===== config.mk =====
export PLATFORM = sky130hd
export DESIGN_NAME = watchdog_timeout_reset
export DESIGN_NICKNAME = d
export VERILOG_FILES = /design/src/common/wdt_pkg.sv /design/src/rtl/wdt_sync.sv /design/src/rtl/watchdog_timeout_reset.sv
export VERILOG_INCLUDE_DIRS = /design/src /design/src/common
export SDC_FILE = /design/constraint.sdc
export NUM_CORES = 1
export LEC_CHECK = 0
export ABC_AREA = 0
export BUFFER_PORTS_ARGS = -buffer_cell sky130_fd_sc_hd__buf_2
export CORE_MARGIN = 2
export CORE_UTILIZATION = 35
export DETAILED_ROUTE_END_ITERATION = 6
export PLACE_DENSITY_LB_ADDON = 0.2
export SYNTH_ARGS = -nofsm -noshare
export SYNTH_HDL_FRONTEND = slang
export SYNTH_SLANG_ARGS = --single-unit

===== constraint.sdc =====
create_clock -name SYS_CLK_I -period 1.9 [get_ports SYS_CLK_I]
set_input_delay 0.095 -clock SYS_CLK_I [delete_from_list [all_inputs] [get_ports SYS_CLK_I]]
set_output_delay 0.095 -clock SYS_CLK_I [all_outputs]
set_load 0.05 [all_outputs]

===== src/common/wdt_map.svh =====
`ifndef WDT_MAP_SVH
`define WDT_MAP_SVH

// ----------------------------------------------------------------------
// Address map
// ----------------------------------------------------------------------
`define WDT_CLEAR_ADDR 16'hFFFF
`define WDT_VEC_HI_ADDR 16'hFFFE
`define WDT_CAUSE_ADDR 16'hFE01
`define WDT_MASK_ADDR 16'hFE02
`define WDT_STATE_ADDR 16'hFE03

// ----------------------------------------------------------------------
// Field positions
// ----------------------------------------------------------------------
`define WDT_CAUSE_TIMEOUT 0
`define WDT_CAUSE_HOLD 1
`define WDT_STATE_FIRING 0
`define WDT_STATE_DISABLED 1
`define WDT_STATE_STOPPED 2

// ----------------------------------------------------------------------
// Reset values and counts
// ----------------------------------------------------------------------
`define WDT_MASK_RESET 2'h0
`define WDT_CAUSE_RESET 2'h0
`define WDT_RDATA_RESET 8'h00
`define WDT_PULSE_CYCLES 6'h20
`define WDT_POR_CYCLES 13'h1000
`define WDT_PRESC_BITS 12
`define WDT_COUNT_BITS 6
`define WDT_KEEP_BITS 3
`define WDT_TAP_LOW 4
`define WDT_SHORT_TAP 12

`endif


===== src/common/wdt_pkg.sv =====
package wdt_pkg;

    // Register access request as seen by the slave
    typedef struct packed {
        logic [15:0] addr;
        logic [7:0] wdata;
        logic wr;
        logic rd;
    } bus_req_t;

    // Sources that may hold the watchdog off
    typedef struct packed {
        logic config_off;
        logic monitor_hv;
        logic break_hv;
    } hold_src_t;

    // Watchdog sequencing
    typedef enum logic [0:0] {
        WD_RUN,
        WD_FIRE
    } wd_state_t;

endpackage


===== src/rtl/wdt_sync.sv =====
`timescale 1ns/10ps

module wdt_sync #(
    parameter int WIDTH = 2
) (
    // Clock and reset
    input wire logic clk_i,
    input wire logic nrst_i,
    // Asynchronous levels in, synchronous levels out
    input wire logic [WIDTH-1:0] async_i,
    output logic [WIDTH-1:0] sync_o
);

    genvar i;

    // Two stages per bit; the first stage feeds only the second
    generate
        for (i = 0; i < WIDTH; i++) begin : g_bit
            logic meta;
            logic stage2;
            always_ff @(posedge clk_i or negedge nrst_i) begin
                if (!nrst_i) begin
                    meta <= 1'b0;
                    stage2 <= 1'b0;
                end else begin
                    meta <= async_i[i];
                    stage2 <= meta;
                end
            end
            // Each bit has its own flop, so no two processes share the output vector
            assign sync_o[i] = stage2;
        end
    endgenerate

endmodule


===== src/rtl/watchdog_timeout_reset.sv =====
// Functional notes
// - Free-running 6-bit counter behind a 12-bit prescaler, clocked by crystal clock.
// - Unserviced watchdog fires reset after 2^13-16 or 2^18-16 crystal cycles.
// - Any write to clear location zeroes counter and prescaler stages 4 to 12.
// - Reading the clear location returns the reset vector low byte, not state.
// - Timeout drives reset pin low 32 cycles and sets watchdog cause flag.
// - Monitor mode with high test voltage on interrupt or reset pin disables.
// - Break state with high test voltage on reset pin disables the watchdog.
// - Stop instruction clears prescaler; stop mode halts counting entirely.
// - Prescaler is cleared 4096 crystal cycles after power comes up.
// - Internal reset clears both prescaler and counter.
// - Reset vector fetch on the bus clears the prescaler.
// - Disable and rate-select inputs come from configuration register bits.
// - Watchdog never requests a CPU interrupt; its only action is reset.
// - Counting continues through wait mode.
//
// Added by the designer: the strobed register port.
`timescale 1ns/10ps
`include "wdt_map.svh"

module watchdog_timeout_reset
    import wdt_pkg::*;
#(
    parameter int PRESC_BITS = `WDT_PRESC_BITS,
    parameter int COUNT_BITS = `WDT_COUNT_BITS
) (
    // Clock and reset
    input wire logic SYS_CLK_I,
    input wire logic NRST_I,
    // Register port
    input wire logic [15:0] ADDR_I,
    input wire logic [7:0] WDATA_I,
    input wire logic WR_I,
    input wire logic RD_I,
    output logic [7:0] RDATA_O,
    // Reset vector low byte from program memory
    input wire logic [7:0] RESET_VECTOR_LO_I,
    // Configuration bits
    input wire logic WATCHDOG_DISABLE_BIT_I,
    input wire logic LONG_TIMEOUT_SELECT_I,
    // System integration unit status
    input wire logic MONITOR_MODE_I,
    input wire logic BREAK_STATE_I,
    input wire logic WAIT_MODE_I,
    input wire logic STOP_MODE_I,
    input wire logic STOP_EXEC_I,
    input wire logic INTERNAL_RESET_I,
    // High test voltage detectors on pins
    input wire logic HV_IRQ_PIN_I,
    input wire logic HV_RST_PIN_I,
    // External reset pin, open drain
    input wire logic RST_PIN_I,
    output logic RST_PIN_O,
    output logic RST_PIN_OE_O,
    // Reset request and cause event to the system reset logic
    output logic WDOG_RESET_O,
    output logic CAUSE_EVENT_O
);

    localparam int TOTAL_BITS = PRESC_BITS + COUNT_BITS;

    // ------------------------------------------------------------------
    // Input capture
    // ------------------------------------------------------------------
    bus_req_t req;
    logic [2:0] pin_sync;
    logic hv_irq;
    logic hv_rst;

    // Bus port is already in this clock domain
    assign req.addr = ADDR_I;
    assign req.wdata = WDATA_I;
    assign req.wr = WR_I;
    assign req.rd = RD_I;

    // Pin-level detectors are asynchronous to the crystal clock
    wdt_sync #(
        .WIDTH(3)
    ) u_pin_sync (
        .clk_i(SYS_CLK_I),
        .nrst_i(NRST_I),
        .async_i({RST_PIN_I, HV_RST_PIN_I, HV_IRQ_PIN_I}),
        .sync_o(pin_sync)
    );
    assign hv_irq = pin_sync[0];
    assign hv_rst = pin_sync[1];

    // ------------------------------------------------------------------
    // Disable and service decode
    // ------------------------------------------------------------------
    hold_src_t hold;
    logic disabled;
    logic clear_wr;
    logic vector_fetch;
    logic presc_clr;
    logic timeout_hit;
    logic por_clear;

    // Any of the hold sources keeps the watchdog idle
    assign hold.config_off = WATCHDOG_DISABLE_BIT_I;
    assign hold.monitor_hv = MONITOR_MODE_I && (hv_irq || hv_rst);
    assign hold.break_hv = BREAK_STATE_I && hv_rst;
    assign disabled = |hold;

    // Data value is ignored: the write itself is the service
    assign clear_wr = req.wr && (req.addr == `WDT_CLEAR_ADDR);
    // Vector fetch is seen as a read of the reset vector bytes
    assign vector_fetch = req.rd && ((req.addr == `WDT_VEC_HI_ADDR) ||
                                     (req.addr == `WDT_CLEAR_ADDR));
    assign presc_clr = STOP_EXEC_I || por_clear || vector_fetch;

    // ------------------------------------------------------------------
    // Power-up prescaler clear
    // ------------------------------------------------------------------
    logic [12:0] por_cnt;
    logic por_done;

    // One-shot clear once the power-up delay has elapsed
    always_ff @(posedge SYS_CLK_I or negedge NRST_I) begin
        if (!NRST_I) begin
            por_cnt <= 13'h0000;
            por_done <= 1'b0;
        end else if (!por_done) begin
            if (por_cnt == `WDT_POR_CYCLES - 13'h0001) begin
                por_done <= 1'b1;
            end
            por_cnt <= por_cnt + 13'h0001;
        end
    end
    assign por_clear = !por_done && (por_cnt == `WDT_POR_CYCLES - 13'h0001);

    // ------------------------------------------------------------------
    // Prescaler and counter chain
    // ------------------------------------------------------------------
    logic [TOTAL_BITS-1:0] chain;
    logic [TOTAL_BITS-1:0] next_chain;
    logic long_hit;
    logic short_hit;
    wd_state_t state;

    // Prescaler in the low bits, watchdog counter in the high bits
    always_comb begin
        next_chain = chain + {{(TOTAL_BITS-1){1'b0}}, 1'b1};
        if (INTERNAL_RESET_I || disabled || state == WD_FIRE) begin
            next_chain = '0;
        end else if (STOP_MODE_I) begin
            // No crystal clock reaches the chain in stop mode
            next_chain = chain;
            if (STOP_EXEC_I) begin
                next_chain[PRESC_BITS-1:0] = '0;
            end
        end else begin
            if (clear_wr) begin
                // Low stages keep running so service is glitch free
                next_chain[TOTAL_BITS-1:`WDT_KEEP_BITS] = '0;
            end
            if (presc_clr) begin
                next_chain[PRESC_BITS-1:0] = '0;
            end
        end
    end

    // Chain register
    always_ff @(posedge SYS_CLK_I or negedge NRST_I) begin
        if (!NRST_I) begin
            chain <= '0;
        end else begin
            chain <= next_chain;
        end
    end

    // Terminal counts sit 16 cycles short of the power of two
    assign long_hit = &chain[TOTAL_BITS-1:`WDT_TAP_LOW];
    assign short_hit = &chain[`WDT_SHORT_TAP:`WDT_TAP_LOW];
    assign timeout_hit = (state == WD_RUN) && !disabled && !STOP_MODE_I &&
                         !INTERNAL_RESET_I && !clear_wr &&
                         (LONG_TIMEOUT_SELECT_I ? short_hit : long_hit);

    // ------------------------------------------------------------------
    // Reset pulse sequencing
    // ------------------------------------------------------------------
    logic [5:0] pulse_cnt;

    // Fire holds the reset for a fixed number of crystal cycles
    always_ff @(posedge SYS_CLK_I or negedge NRST_I) begin
        if (!NRST_I) begin
            state <= WD_RUN;
            pulse_cnt <= 6'h00;
        end else begin
            case (state)
                WD_RUN: begin
                    pulse_cnt <= 6'h00;
                    if (timeout_hit) begin
                        state <= WD_FIRE;
                    end
                end
                WD_FIRE: begin
                    pulse_cnt <= pulse_cnt + 6'h01;
                    if (pulse_cnt == `WDT_PULSE_CYCLES - 6'h01) begin
                        state <= WD_RUN;
                    end
                end
                default: begin
                    state <= WD_RUN;
                    pulse_cnt <= 6'h00;
                end
            endcase
        end
    end

    // Pin and reset request straight from flops
    always_ff @(posedge SYS_CLK_I or negedge NRST_I) begin
        if (!NRST_I) begin
            RST_PIN_O <= 1'b0;
            RST_PIN_OE_O <= 1'b0;
            WDOG_RESET_O <= 1'b0;
        end else begin
            RST_PIN_O <= 1'b0; // Open drain only ever pulls low
            RST_PIN_OE_O <= timeout_hit ||
                            (state == WD_FIRE &&
                             pulse_cnt != `WDT_PULSE_CYCLES - 6'h01);
            WDOG_RESET_O <= timeout_hit ||
                            (state == WD_FIRE &&
                             pulse_cnt != `WDT_PULSE_CYCLES - 6'h01);
        end
    end

    // ------------------------------------------------------------------
    // Cause flags and mask
    // ------------------------------------------------------------------
    logic [1:0] cause;
    logic [1:0] mask;
    logic [1:0] cause_set;
    logic cause_rd;
    logic hold_prev;

    assign cause_rd = req.rd && (req.addr == `WDT_CAUSE_ADDR);

    // Track entry into a monitor or break held-off state
    always_ff @(posedge SYS_CLK_I or negedge NRST_I) begin
        if (!NRST_I) begin
            hold_prev <= 1'b0;
        end else begin
            hold_prev <= hold.monitor_hv || hold.break_hv;
        end
    end

    always_comb begin
        cause_set = 2'h0;
        cause_set[`WDT_CAUSE_TIMEOUT] = timeout_hit;
        cause_set[`WDT_CAUSE_HOLD] = (hold.monitor_hv || hold.break_hv) && !hold_prev;
    end

    // Read clears; a set in the same cycle wins over the clear
    always_ff @(posedge SYS_CLK_I or negedge NRST_I) begin
        if (!NRST_I) begin
            cause <= `WDT_CAUSE_RESET;
        end else begin
            cause <= (cause_rd ? 2'h0 : cause) | cause_set;
        end
    end

    // Mask register
    always_ff @(posedge SYS_CLK_I or negedge NRST_I) begin
        if (!NRST_I) begin
            mask <= `WDT_MASK_RESET;
        end else if (req.wr && req.addr == `WDT_MASK_ADDR) begin
            mask <= req.wdata[1:0];
        end
    end

    // Event line goes to the reset logic, never to the CPU
    always_ff @(posedge SYS_CLK_I or negedge NRST_I) begin
        if (!NRST_I) begin
            CAUSE_EVENT_O <= 1'b0;
        end else begin
            CAUSE_EVENT_O <= |(((cause_rd ? 2'h0 : cause) | cause_set) & mask);
        end
    end

    // ------------------------------------------------------------------
    // Read data
    // ------------------------------------------------------------------
    logic [7:0] next_rdata;

    // Clear location reflects vector contents, nothing held here
    always_comb begin
        next_rdata = `WDT_RDATA_RESET;
        if (req.rd) begin
            case (req.addr)
                `WDT_CLEAR_ADDR: next_rdata = RESET_VECTOR_LO_I;
                `WDT_CAUSE_ADDR: next_rdata = {6'h00, cause};
                `WDT_MASK_ADDR: next_rdata = {6'h00, mask};
                `WDT_STATE_ADDR: begin
                    next_rdata[`WDT_STATE_FIRING] = (state == WD_FIRE);
                    next_rdata[`WDT_STATE_DISABLED] = disabled;
                    next_rdata[`WDT_STATE_STOPPED] = STOP_MODE_I;
                    next_rdata[7:3] = chain[TOTAL_BITS-1:TOTAL_BITS-5];
                end
                default: next_rdata = `WDT_RDATA_RESET;
            endcase
        end
    end

    // Data stands one cycle after the read strobe only
    always_ff @(posedge SYS_CLK_I or negedge NRST_I) begin
        if (!NRST_I) begin
            RDATA_O <= `WDT_RDATA_RESET;
        end else begin
            RDATA_O <= next_rdata;
        end
    end

    // Wait mode and the synchronised pin level are observed but change nothing
    logic unused_ok;
    assign unused_ok = WAIT_MODE_I ^ pin_sync[2];

endmodule


==> results.cfg, run 1 <==
[status]
outcome = completed

[global_route]
globalRouteOverflowTotal = 0
grt_antenna_before_repair = 0
grt_max_degree = 33
track_usage = 0.158
grt_first_pass_wirelength_mm = 10.7
first_global_vias = 2305

[setup_path]
crit_fanout = 18
path_class = flip-flop to flip-flop
cp.required_ps = 2130
endpoint_kind = flip-flop
crit_path_start_kind = flip-flop
critPathArrivalTime_ps = 2020

[timing]
fin_crit_sh = 0.942
fmax_mhz = 559
rsz0062_at_grt = true
worst_pin_slew_ps = 562
slew_headroom = 0.623
fin_tns_setup_ps = 0
timing.final.hold_violations = 0
fin_crit_ps = 1790
finClkSkew_ps = 4.75
setup-violations-final = 0
slew_viol_final = 0

[floorplan]
core_area_um2 = 7770
pin_count = 59
die_w_um = 94.0
row_count = 32
die_h_um = 94.0
start_util = 0.365
dieArea_um2 = 8830

[yosys]
synthesis.nets = 313
async_reset_ff_frac = 1.00
netlist-cell-type-count = 59
synth_ff_type = dfrtp_1
synth_top_area_cell = dfrtp_1
synth_seq_cells = 58
synth_edf_count = 0
synth.avg_cell_area_um2 = 10.8
synth_top_area_share = 0.512
ys_seq_area_frac = 0.512
syn_inst = 263
yosys-top-cells-area = dfrtp_1, xnor2_1, nor2_1
ys.warnings.count = 0
synth.cell_area_um2 = 2830

[clocking]
htreeDepth = 3
cts_root_buffer = clkbuf_8
cts_setup_buffers = 0
clock_latency_ps = 340
path_clk_slew_ps = 70
clock-sinks = 58
clk_path_buf_depth = 2
cts_tree = yes
numCtsBuffers = 9

[layout]
ff_latch_area_um2 = 1450
drive_gt1_frac = 0.330
final_cells = 452
fin_nets = 394
multi_input_area_um2 = 1320
nFillCells = 777
syn2layout_area_growth_pct = 27.7

[hold_path]
hold_class = primary input to flip-flop

[routing]
drt_iter0_drc = 81
drc_errors = 0
wl_per_cell_um = 13.6
viasPerCell = 5.05
routed_wl_mm = 6.15
num_vias = 2282
drt-pass1-iter-count = 4
ant_nets = 0

[placement]
port_buffers = 49
dp_hpwl_mm = 4.57
gp_congestion = 0.767
dp.cells = 429

[pwr]
power_density_nw_per_um2 = 693
p_leak_uw = 0.00164
peakVddDrop_uv = 414

[flow_run]
cap_violations = 0
==> cell type report <==
class                      count  share of cell area
antenna                        1            0.000692
clock buffer                  10              0.0353
clock inverter                 6              0.0183
inverter                       6             0.00622
multi-input combinational    189               0.363
sequential                    58               0.401
tap                          102              0.0353
timing repair buffer          80               0.140
==> Yosys cell counts, drive strengths merged, types with 2 or more instances <==
master,number
a32o,3
clkbuf,6
mux2,5
a2111oi,2
nor2b,2
buf,4
nor4,4
or3b,2
a22oi,6
a31oi,8
nand3,15
nor3,6
and3,6
dfrtp,58
inv,6
a21oi,11
a22o,5
nand3b,2
and2,5
xor2,5
nand2,14
nand2b,3
xnor2,11
nand4,11
o21ai,8
nor2,22
a221oi,2
nand4b,2
a21o,5
ha,3
and4,3
or3,2
==> layer usage <==
metal,share of wire,GRT usage,wire (µm),up-vias
met5,0,0,0,-
li1,-,-,-,1146
met1,0.47,0.200,2920,1085
met4,0.016,0.0688,97,0
met3,0.048,0.0465,294,8
met2,0.46,0.250,2850,43
==> power breakdown <==
part / internal, µW / switching (µW)
combinational: 61.4 / 82.2
sequential: 1240 / 2.66
clock: 607 / 515
total: 1910 / 599
==> state kept, by name, indices dropped and copies added (netlist names) <==
name / cells
CAUSE_EVENT_O: 1
RDATA_O: 8
WDOG_RESET_O: 1
cause: 2
chain: 18
hold_prev: 1
mask: 2
por_cnt: 13
por_done: 1
pulse_cnt: 6
state: 1
u_pin_sync.g_bit.meta: 2
u_pin_sync.g_bit.stage2: 2
==> cell families (layout without fill, tap and decap cells) <==
group,count (synthesis),count (layout),synth area share
buf+inv,16,102,0.0322
other cells,1,2,0.00132
compound gates,59,59,0.152
mux,6,6,0.0234
fa+ha+maj,3,3,0.0133
flops,58,58,0.512
xor+xnor,16,16,0.0495
simple gates,104,104,0.216
==> layout by cell type (no fill, tap or decap), drive strengths merged, types with 7 or more instances in the layout <==
cell type	instances
a21oi	11
a31oi	8
buf	74
clkbuf	10
dfrtp	58
inv	7
nand2	14
nand3	15
nand4	11
nor2	22
o21ai	8
xnor2	11
==> path summary, 6_finish.rpt <==
kind | from | to | slack [ps] | cells past startpoint
setup / recovery | por_cnt[1] | chain[7] | 110 | 8
hold / removal | RESET_VECTOR_LO_I[6] | RDATA_O[6] | 10 | 3
setup reg to reg | por_cnt[1] | chain[7] | 110 | 8
hold reg to reg | u_pin_sync.g_bit[1].meta | u_pin_sync.g_bit[1].stage2 | 360 | 0
max in group asynchronous | NRST_I | chain[1] | 1280 | 3
min in group asynchronous | NRST_I | CAUSE_EVENT_O | 280 | 3
==> critical path: stages (launching register included) <==
cell and delay [ps]:
dfrtp_1 370, ha_2 200, nand4b_1 140, nor4_2 160, buf_4 160, a2111oi_4 50, buf_12 180, and3_1 160
a221o_1 250
==> metrics by stage <==
| stage | setup slack, ps | power [µW] | instance area, µm² | util | hold slack [ps] |
|---|---|---|---|---|---|
| after floorplan | 59.5 | 1310 | 2830 | - | -201 |
| after global placement | 68.7 | 1400 | 3340 | 0.430 | 126 |
| after detailed placement | 40.2 | 1400 | 3340 | 0.430 | 129 |
| after CTS | 12.5 | 2550 | 3590 | 0.462 | 1.03 |
| after global routing | -22.4 | 2620 | 3620 | 0.466 | 17.4 |
| final | 111 | 2510 | 3620 | 0.466 | 14.1 |
==> what timing repair did <==
item,in CTS,in global routing
gates resized for setup,0,6
endpoints found under the setup margin,0,14
hold endpoints to repair,63,0
hold buffers,6,0
(Power assumes the default switching activity.)
==> run 2: changes to the inputs <==
--- a/config.mk
+++ b/config.mk
@@ -12,6 +12,7 @@
 export CORE_UTILIZATION = 35
 export DETAILED_ROUTE_END_ITERATION = 6
 export PLACE_DENSITY_LB_ADDON = 0.2
+export REMOVE_ABC_BUFFERS = 1
 export SYNTH_ARGS = -nofsm -noshare
 export SYNTH_HDL_FRONTEND = slang
 export SYNTH_SLANG_ARGS = --single-unit
==> run 2 against run 1 <==
Critical path type unchanged. Largest power group unchanged. Flip-flop and latch count stayed put. Via count is 4.3% higher. Sequential share of layout area is 0.83 points lower. Sequential power about the same. Global-route usage grew 0.28 points. Total power down 0.69%. Core utilization rose by 0.98 points.
==> results.cfg, run 2 (synthesis results as in run 1) <==
[status]
outcome = completed

[timing]
fmax_mhz = 557
worst_pin_slew_ps = 609
fin_crit_ps = 1790
slew_viol_final = 0
setup-violations-final = 0
fin_crit_sh = 0.945
timing.final.hold_violations = 0
slew_headroom = 0.594
finClkSkew_ps = 12.9
fin_tns_setup_ps = 0

[floorplan]
row_count = 32
start_util = 0.365
dieArea_um2 = 8830
core_area_um2 = 7770
die_w_um = 94.0
die_h_um = 94.0
pin_count = 59

[setup_path]
crit_path_max_incr_delay_ps = 380
cp_common_cell = buf_6
critPathArrivalTime_ps = 2030
cpLargestDelayFamily = compound AO/OA/AOI/OAI gates
startpoint = por_cnt[1]
r2r_end = chain[3]
cp_cell_sequence = ha_2, nand4b_1, nor4_4, a2111oi_4, buf_6, buf_6, a41oi_2, a31oi_1
critPathBufInv = 2
r2r_start = por_cnt[1]
path_class = flip-flop to flip-flop
cp.required_ps = 2140
crit_path_start_kind = flip-flop
crit_fanout = 7
crit_slowest_cell = dfrtp_1
endpoint_kind = flip-flop
reg2reg_depth = 8
rrSetupSlack_ps = 110

[pwr]
finalPower_uw = 2490
peakVddDrop_uv = 537
power.share.clock = 0.441
internal_power_uw = 1910
power.share.combinational = 0.060
switching_share = 0.234
seq_power_share = 0.499
power_density_nw_per_um2 = 674
p_leak_uw = 0.00169
power.switching_uw = 583

[global_route]
first_global_vias = 2392
grt_first_pass_wirelength_mm = 10.9
grt_max_degree = 28
grt_antenna_before_repair = 0
globalRouteOverflowTotal = 0
track_usage = 0.161

[clocking]
cts_root_buffer = clkbuf_8
path_clk_slew_ps = 70
htreeDepth = 3
clock-sinks = 58
clock_latency_ps = 340
numCtsBuffers = 9
cts_tree = yes
clk_path_buf_depth = 2

[layout]
fin_nets = 404
final_common_cell = dfrtp_1
largest_reg_flops = 18
top_register = chain
drive_gt1_frac = 0.348
diodes = 0
final_util = 0.476
syn2layout_area_growth_pct = 30.4
mostFrequentLayoutCells = dfrtp_1, buf_2, buf_4, nor2_1, nand3_1
reg_top3 = chain x18, por_cnt x13, RDATA_O x8

[routing]
drc_errors = 0
routed_wl_mm = 6.53
wl_per_cell_um = 14.2
ant_nets = 0
drt_iter0_drc = 93
viasPerCell = 5.16
num_vias = 2380
drt-pass1-iter-count = 4

[placement]
port_buffers = 49
gp_congestion = 0.749
dp_hpwl_mm = 4.76

[hold_path]
hold_class = primary input to flip-flop
hold_start = RESET_VECTOR_LO_I[3]
min_to = RDATA_O[3]
whs_path_depth = 3

[flow_run]
cap_violations = 0
## run 2: metal layers
layer,share of wire,global-route usage,up-vias
li1,-,-,1161
met1,0.49,0.212,1155
met2,0.45,0.245,56
met3,0.049,0.0417,8
met4,0.015,0.0761,0
met5,0,0,-
## run 2: per-stage QoR
step	area [µm²]	hold slack, ps	setup slack [ps]	instances
floorplan	2760	-201	-52.4	253
global placement	3390	140	-8.97	438
detailed placement	3390	142	-66.6	438
CTS	3650	8.72	2.20	460
global route	3690	34.2	-13.3	461
finish	3690	25.0	105	461
## run 2: layout make-up
type                            instances  area (µm²)
Inverter                                6        22.5
Clock buffer                           11         131
Tap cell                              102         128
Fill cell                             731        4070
Timing Repair Buffer                   90         577
Multi-Input combinational cell        189        1330
Sequential cell                        58        1450
Clock inverter                          5        55.1
## run 2: worst register-to-register path, cell delays in order (launching register included)
cell       delay (ps)
dfrtp_1           380
ha_2              190
nand4b_1          170
nor4_4             70
a2111oi_4         280
buf_6             180
buf_6             110
a41oi_2           120
a31oi_1           200
## run 2: how the worst max path moves through the flow
stage                                to  slack, ps  cells after the start
after floorplan           CAUSE_EVENT_O        -50                      5
after CTS                      chain[3]          2                      9
after global placement         chain[3]         -9                      9
after detailed placement       chain[2]        -70                      7
after global routing           chain[3]        -10                      8
final                          chain[3]        110                      8
## run 2: power groups by stage
stage | registers (µW) | logic, µW | clock network [µW]
after floorplan | 1270 | 38.6 | 0
after global placement | 1270 | 139 | 0
after detailed placement | 1270 | 141 | 0
after CTS | 1240 | 150 | 1130
after global routing | 1240 | 169 | 1180
final | 1240 | 150 | 1100
## run 2: timing repair
item	CTS	global route
setup buffers	1	2
endpoints found under the hold margin	29	0
hold buffers	5	0
setup endpoints to repair	6	11
resized for setup	3	9
pin swaps	0	5
==> run 3: changes to the inputs <==
--- a/config.mk
+++ b/config.mk
@@ -6,11 +6,11 @@
 export SDC_FILE = /design/constraint.sdc
 export NUM_CORES = 1
 export LEC_CHECK = 0
-export ABC_AREA = 0
-export BUFFER_PORTS_ARGS = -buffer_cell sky130_fd_sc_hd__buf_2
+export ABC_AREA = 1
 export CORE_MARGIN = 2
 export CORE_UTILIZATION = 35
 export DETAILED_ROUTE_END_ITERATION = 6
+export DONT_BUFFER_PORTS = 1
 export PLACE_DENSITY_LB_ADDON = 0.2
 export REMOVE_ABC_BUFFERS = 1
 export SYNTH_ARGS = -nofsm -noshare
==> run 3 against run 2 <==
Die area up 11%. First-iteration DRC count decreased by 16%. Clock power rose by 19%. Total power grew 6.7%. Non-clock buffer count decreased by 71. Flip-flop and latch count unchanged. Clock skew down 3.4 ps. Core utilization shrank 5.4 points. Sequential share of layout area grew 0.20 points. Hold slack got worse by 1.9 ps. Critical path depth unchanged. Global-route usage shrank 1.3 points. Critical path type unchanged. Highest routed layer unchanged.
==> results.cfg, run 3 <==
[yosys]
synth_top_area_share = 0.461
muxShareOfSynthArea = 0
synth_top_family_by_area = simple AND/OR/NAND/NOR gates
async_reset_ff_frac = 1.00
netlist-cell-type-count = 27
ys_seq_area_frac = 0.461
synth.avg_cell_area_um2 = 7.55
synthSimpleGateAreaFrac = 0.344
synth_ff_type = dfrtp_1
synth_compound_area_frac = 0.0493
synthXorXnorAreaFrac = 0.0584
syn_inst = 417
synth_common_cells = nand2_1, nor2_1, dfrtp_1
ys.warnings.count = 0
synth_most_common_cell = nand2_1
synth_edf_count = 0
synth.cell_area_um2 = 3150
yosys-top-cells-area = dfrtp_1, nand2_1, nor2_1
synth_seq_cells = 58
synth_fa_ha_area_frac = 0.0119
synth_top_area_cell = dfrtp_1

[setup_path]
cpLargestDelayFamily = simple AND/OR/NAND/NOR gates
endpoint_kind = flip-flop
r2r_start = por_cnt[0]
crit_path_start_kind = flip-flop
rrSetupSlack_ps = 340
path_class = flip-flop to flip-flop
reg2reg_depth = 8
cp_cell_sequence = ha_1, nand3_1, nor3_4, nand4_1, clkinv_1, nor2_4, nand2_1, nand2_1
cp_common_cell = nand2_1
critPathArrivalTime_ps = 1790
crit_fanout = 9
r2r_end = chain[11]
crit_slowest_cell = dfrtp_1
critPathBufInv = 1
crit_path_max_incr_delay_ps = 390
cp.required_ps = 2130
startpoint = por_cnt[0]

[global_route]
first_global_vias = 2492
grt_max_degree = 59
grt_first_pass_wirelength_mm = 11.4
grt_antenna_before_repair = 0
track_usage = 0.147
globalRouteOverflowTotal = 0

[timing]
fin_crit_ps = 1560
fin_crit_sh = 0.821
rsz0062_at_grt = false
timing.final.hold_violations = 0
setup-violations-final = 0
finClkSkew_ps = 9.45
slew_viol_final = 0
whs_ps = 23.0
fin_tns_setup_ps = 0
fmax_mhz = 641

[layout]
final_common_cell = nand2_1
diodes = 0
reg_top3 = chain x18, por_cnt x13, RDATA_O x8
top_register = chain
final_cells = 556
largest_reg_flops = 18
nFillCells = 866
syn2layout_area_growth_pct = 16.8
mostFrequentLayoutCells = nand2_1, nor2_1, dfrtp_1, inv_1, nand3_1
drive_gt1_frac = 0.0826
fin_nets = 493
final_area_um2 = 3680

[hold_path]
min_to = mask[1]
whs_path_depth = 4
hold_class = primary input to flip-flop
hold_start = WR_I

[pwr]
p_leak_uw = 0.00166
switching_share = 0.226
peakVddDrop_uv = 513
power.share.clock = 0.491
power.switching_uw = 600
seq_power_share = 0.467
internal_power_uw = 2060
finalPower_uw = 2660
power_density_nw_per_um2 = 723
power.share.combinational = 0.042

[routing]
routed_wl_mm = 6.63
drc_errors = 0
drt_iter0_drc = 78
num_vias = 2602
ant_nets = 0
viasPerCell = 4.68
wl_per_cell_um = 11.9
drt-pass1-iter-count = 4

[placement]
dpl_cell_area_um2 = 3270
gp_congestion = 0.806
dp.cells = 524
dp_hpwl_mm = 4.87
port_buffers = 0

[floorplan]
dieArea_um2 = 9770
die_w_um = 98.8
pin_count = 59
start_util = 0.361
core_area_um2 = 8720
die_h_um = 98.8
row_count = 34

[status]
outcome = completed

[clocking]
clock_latency_ps = 340
numCtsBuffers = 9
cts_root_buffer = clkbuf_8
htreeDepth = 3
clk_path_buf_depth = 2
clock-sinks = 58
path_clk_slew_ps = 70
cts_tree = yes

[flow_run]
cap_violations = 0
## run 3: power by group through the flow
stage          logic, µW  registers [µW]  clock network, µW
2_1_floorplan       43.2            1270                  0
3_5_place_dp        55.1            1270                  0
4_1_cts              115            1240               1350
5_1_grt              127            1240               1400
3_3_place_gp        54.8            1270                  0
6_report             111            1240               1310
## run 3: repair_timing
item | CTS | global route
hold buffers | 16 | 0
resized for setup | 0 | 0
hold endpoints to repair | 75 | 0
setup buffers | 0 | 0
## run 3: cells by family after synthesis
kind of cell               count (synthesis)
buffers and inverters                     57
AOI/OAI and AO/OA                         29
DFF                                       58
xor gates and xnor gates                  21
other                                      1
adders and majority gates                  3
and+or+nand+nor                          248
## run 3: worst max path at each step
stage / cells past startpoint / end / slack, ps
after global placement: 8 / chain[6] / 350
after global routing: 8 / chain[8] / 150
after detailed placement: 8 / chain[4] / 340
after CTS: 8 / chain[4] / 310
final: 8 / chain[11] / 340
after floorplan: 8 / chain[11] / 520
## run 3: final cells by class
| type | instances | area, µm² | area share |
|---|---|---|---|
| Multi-Input combinational cell | 302 | 1460 | 0.398 |
| Sequential cell | 58 | 1450 | 0.395 |
| Timing Repair Buffer | 19 | 200 | 0.0545 |
| Inverter | 53 | 199 | 0.0541 |
| Clock buffer | 10 | 138 | 0.0374 |
| Tap cell | 108 | 135 | 0.0368 |
| Clock inverter | 6 | 88.8 | 0.0242 |
## run 3: stage by stage
step,utilization,setup WS [ps]
finish,0.422,340
global route,0.422,146
detailed placement,0.375,342
floorplan,-,524
CTS,0.422,305
global placement,0.375,346
## run 3: metal layers
metal	vias up	part of all wire	track usage
met5	-	0	0
met4	0	0.011	0.0580
met3	7	0.054	0.0461
met2	52	0.43	0.218
met1	1194	0.50	0.201
li1	1349	-	-
## run 3: tightest hold or removal path, stage by stage
cell and delay, ps:
inv_1 30, nor2_1 60, nand2_1 60, o21ai_0 70
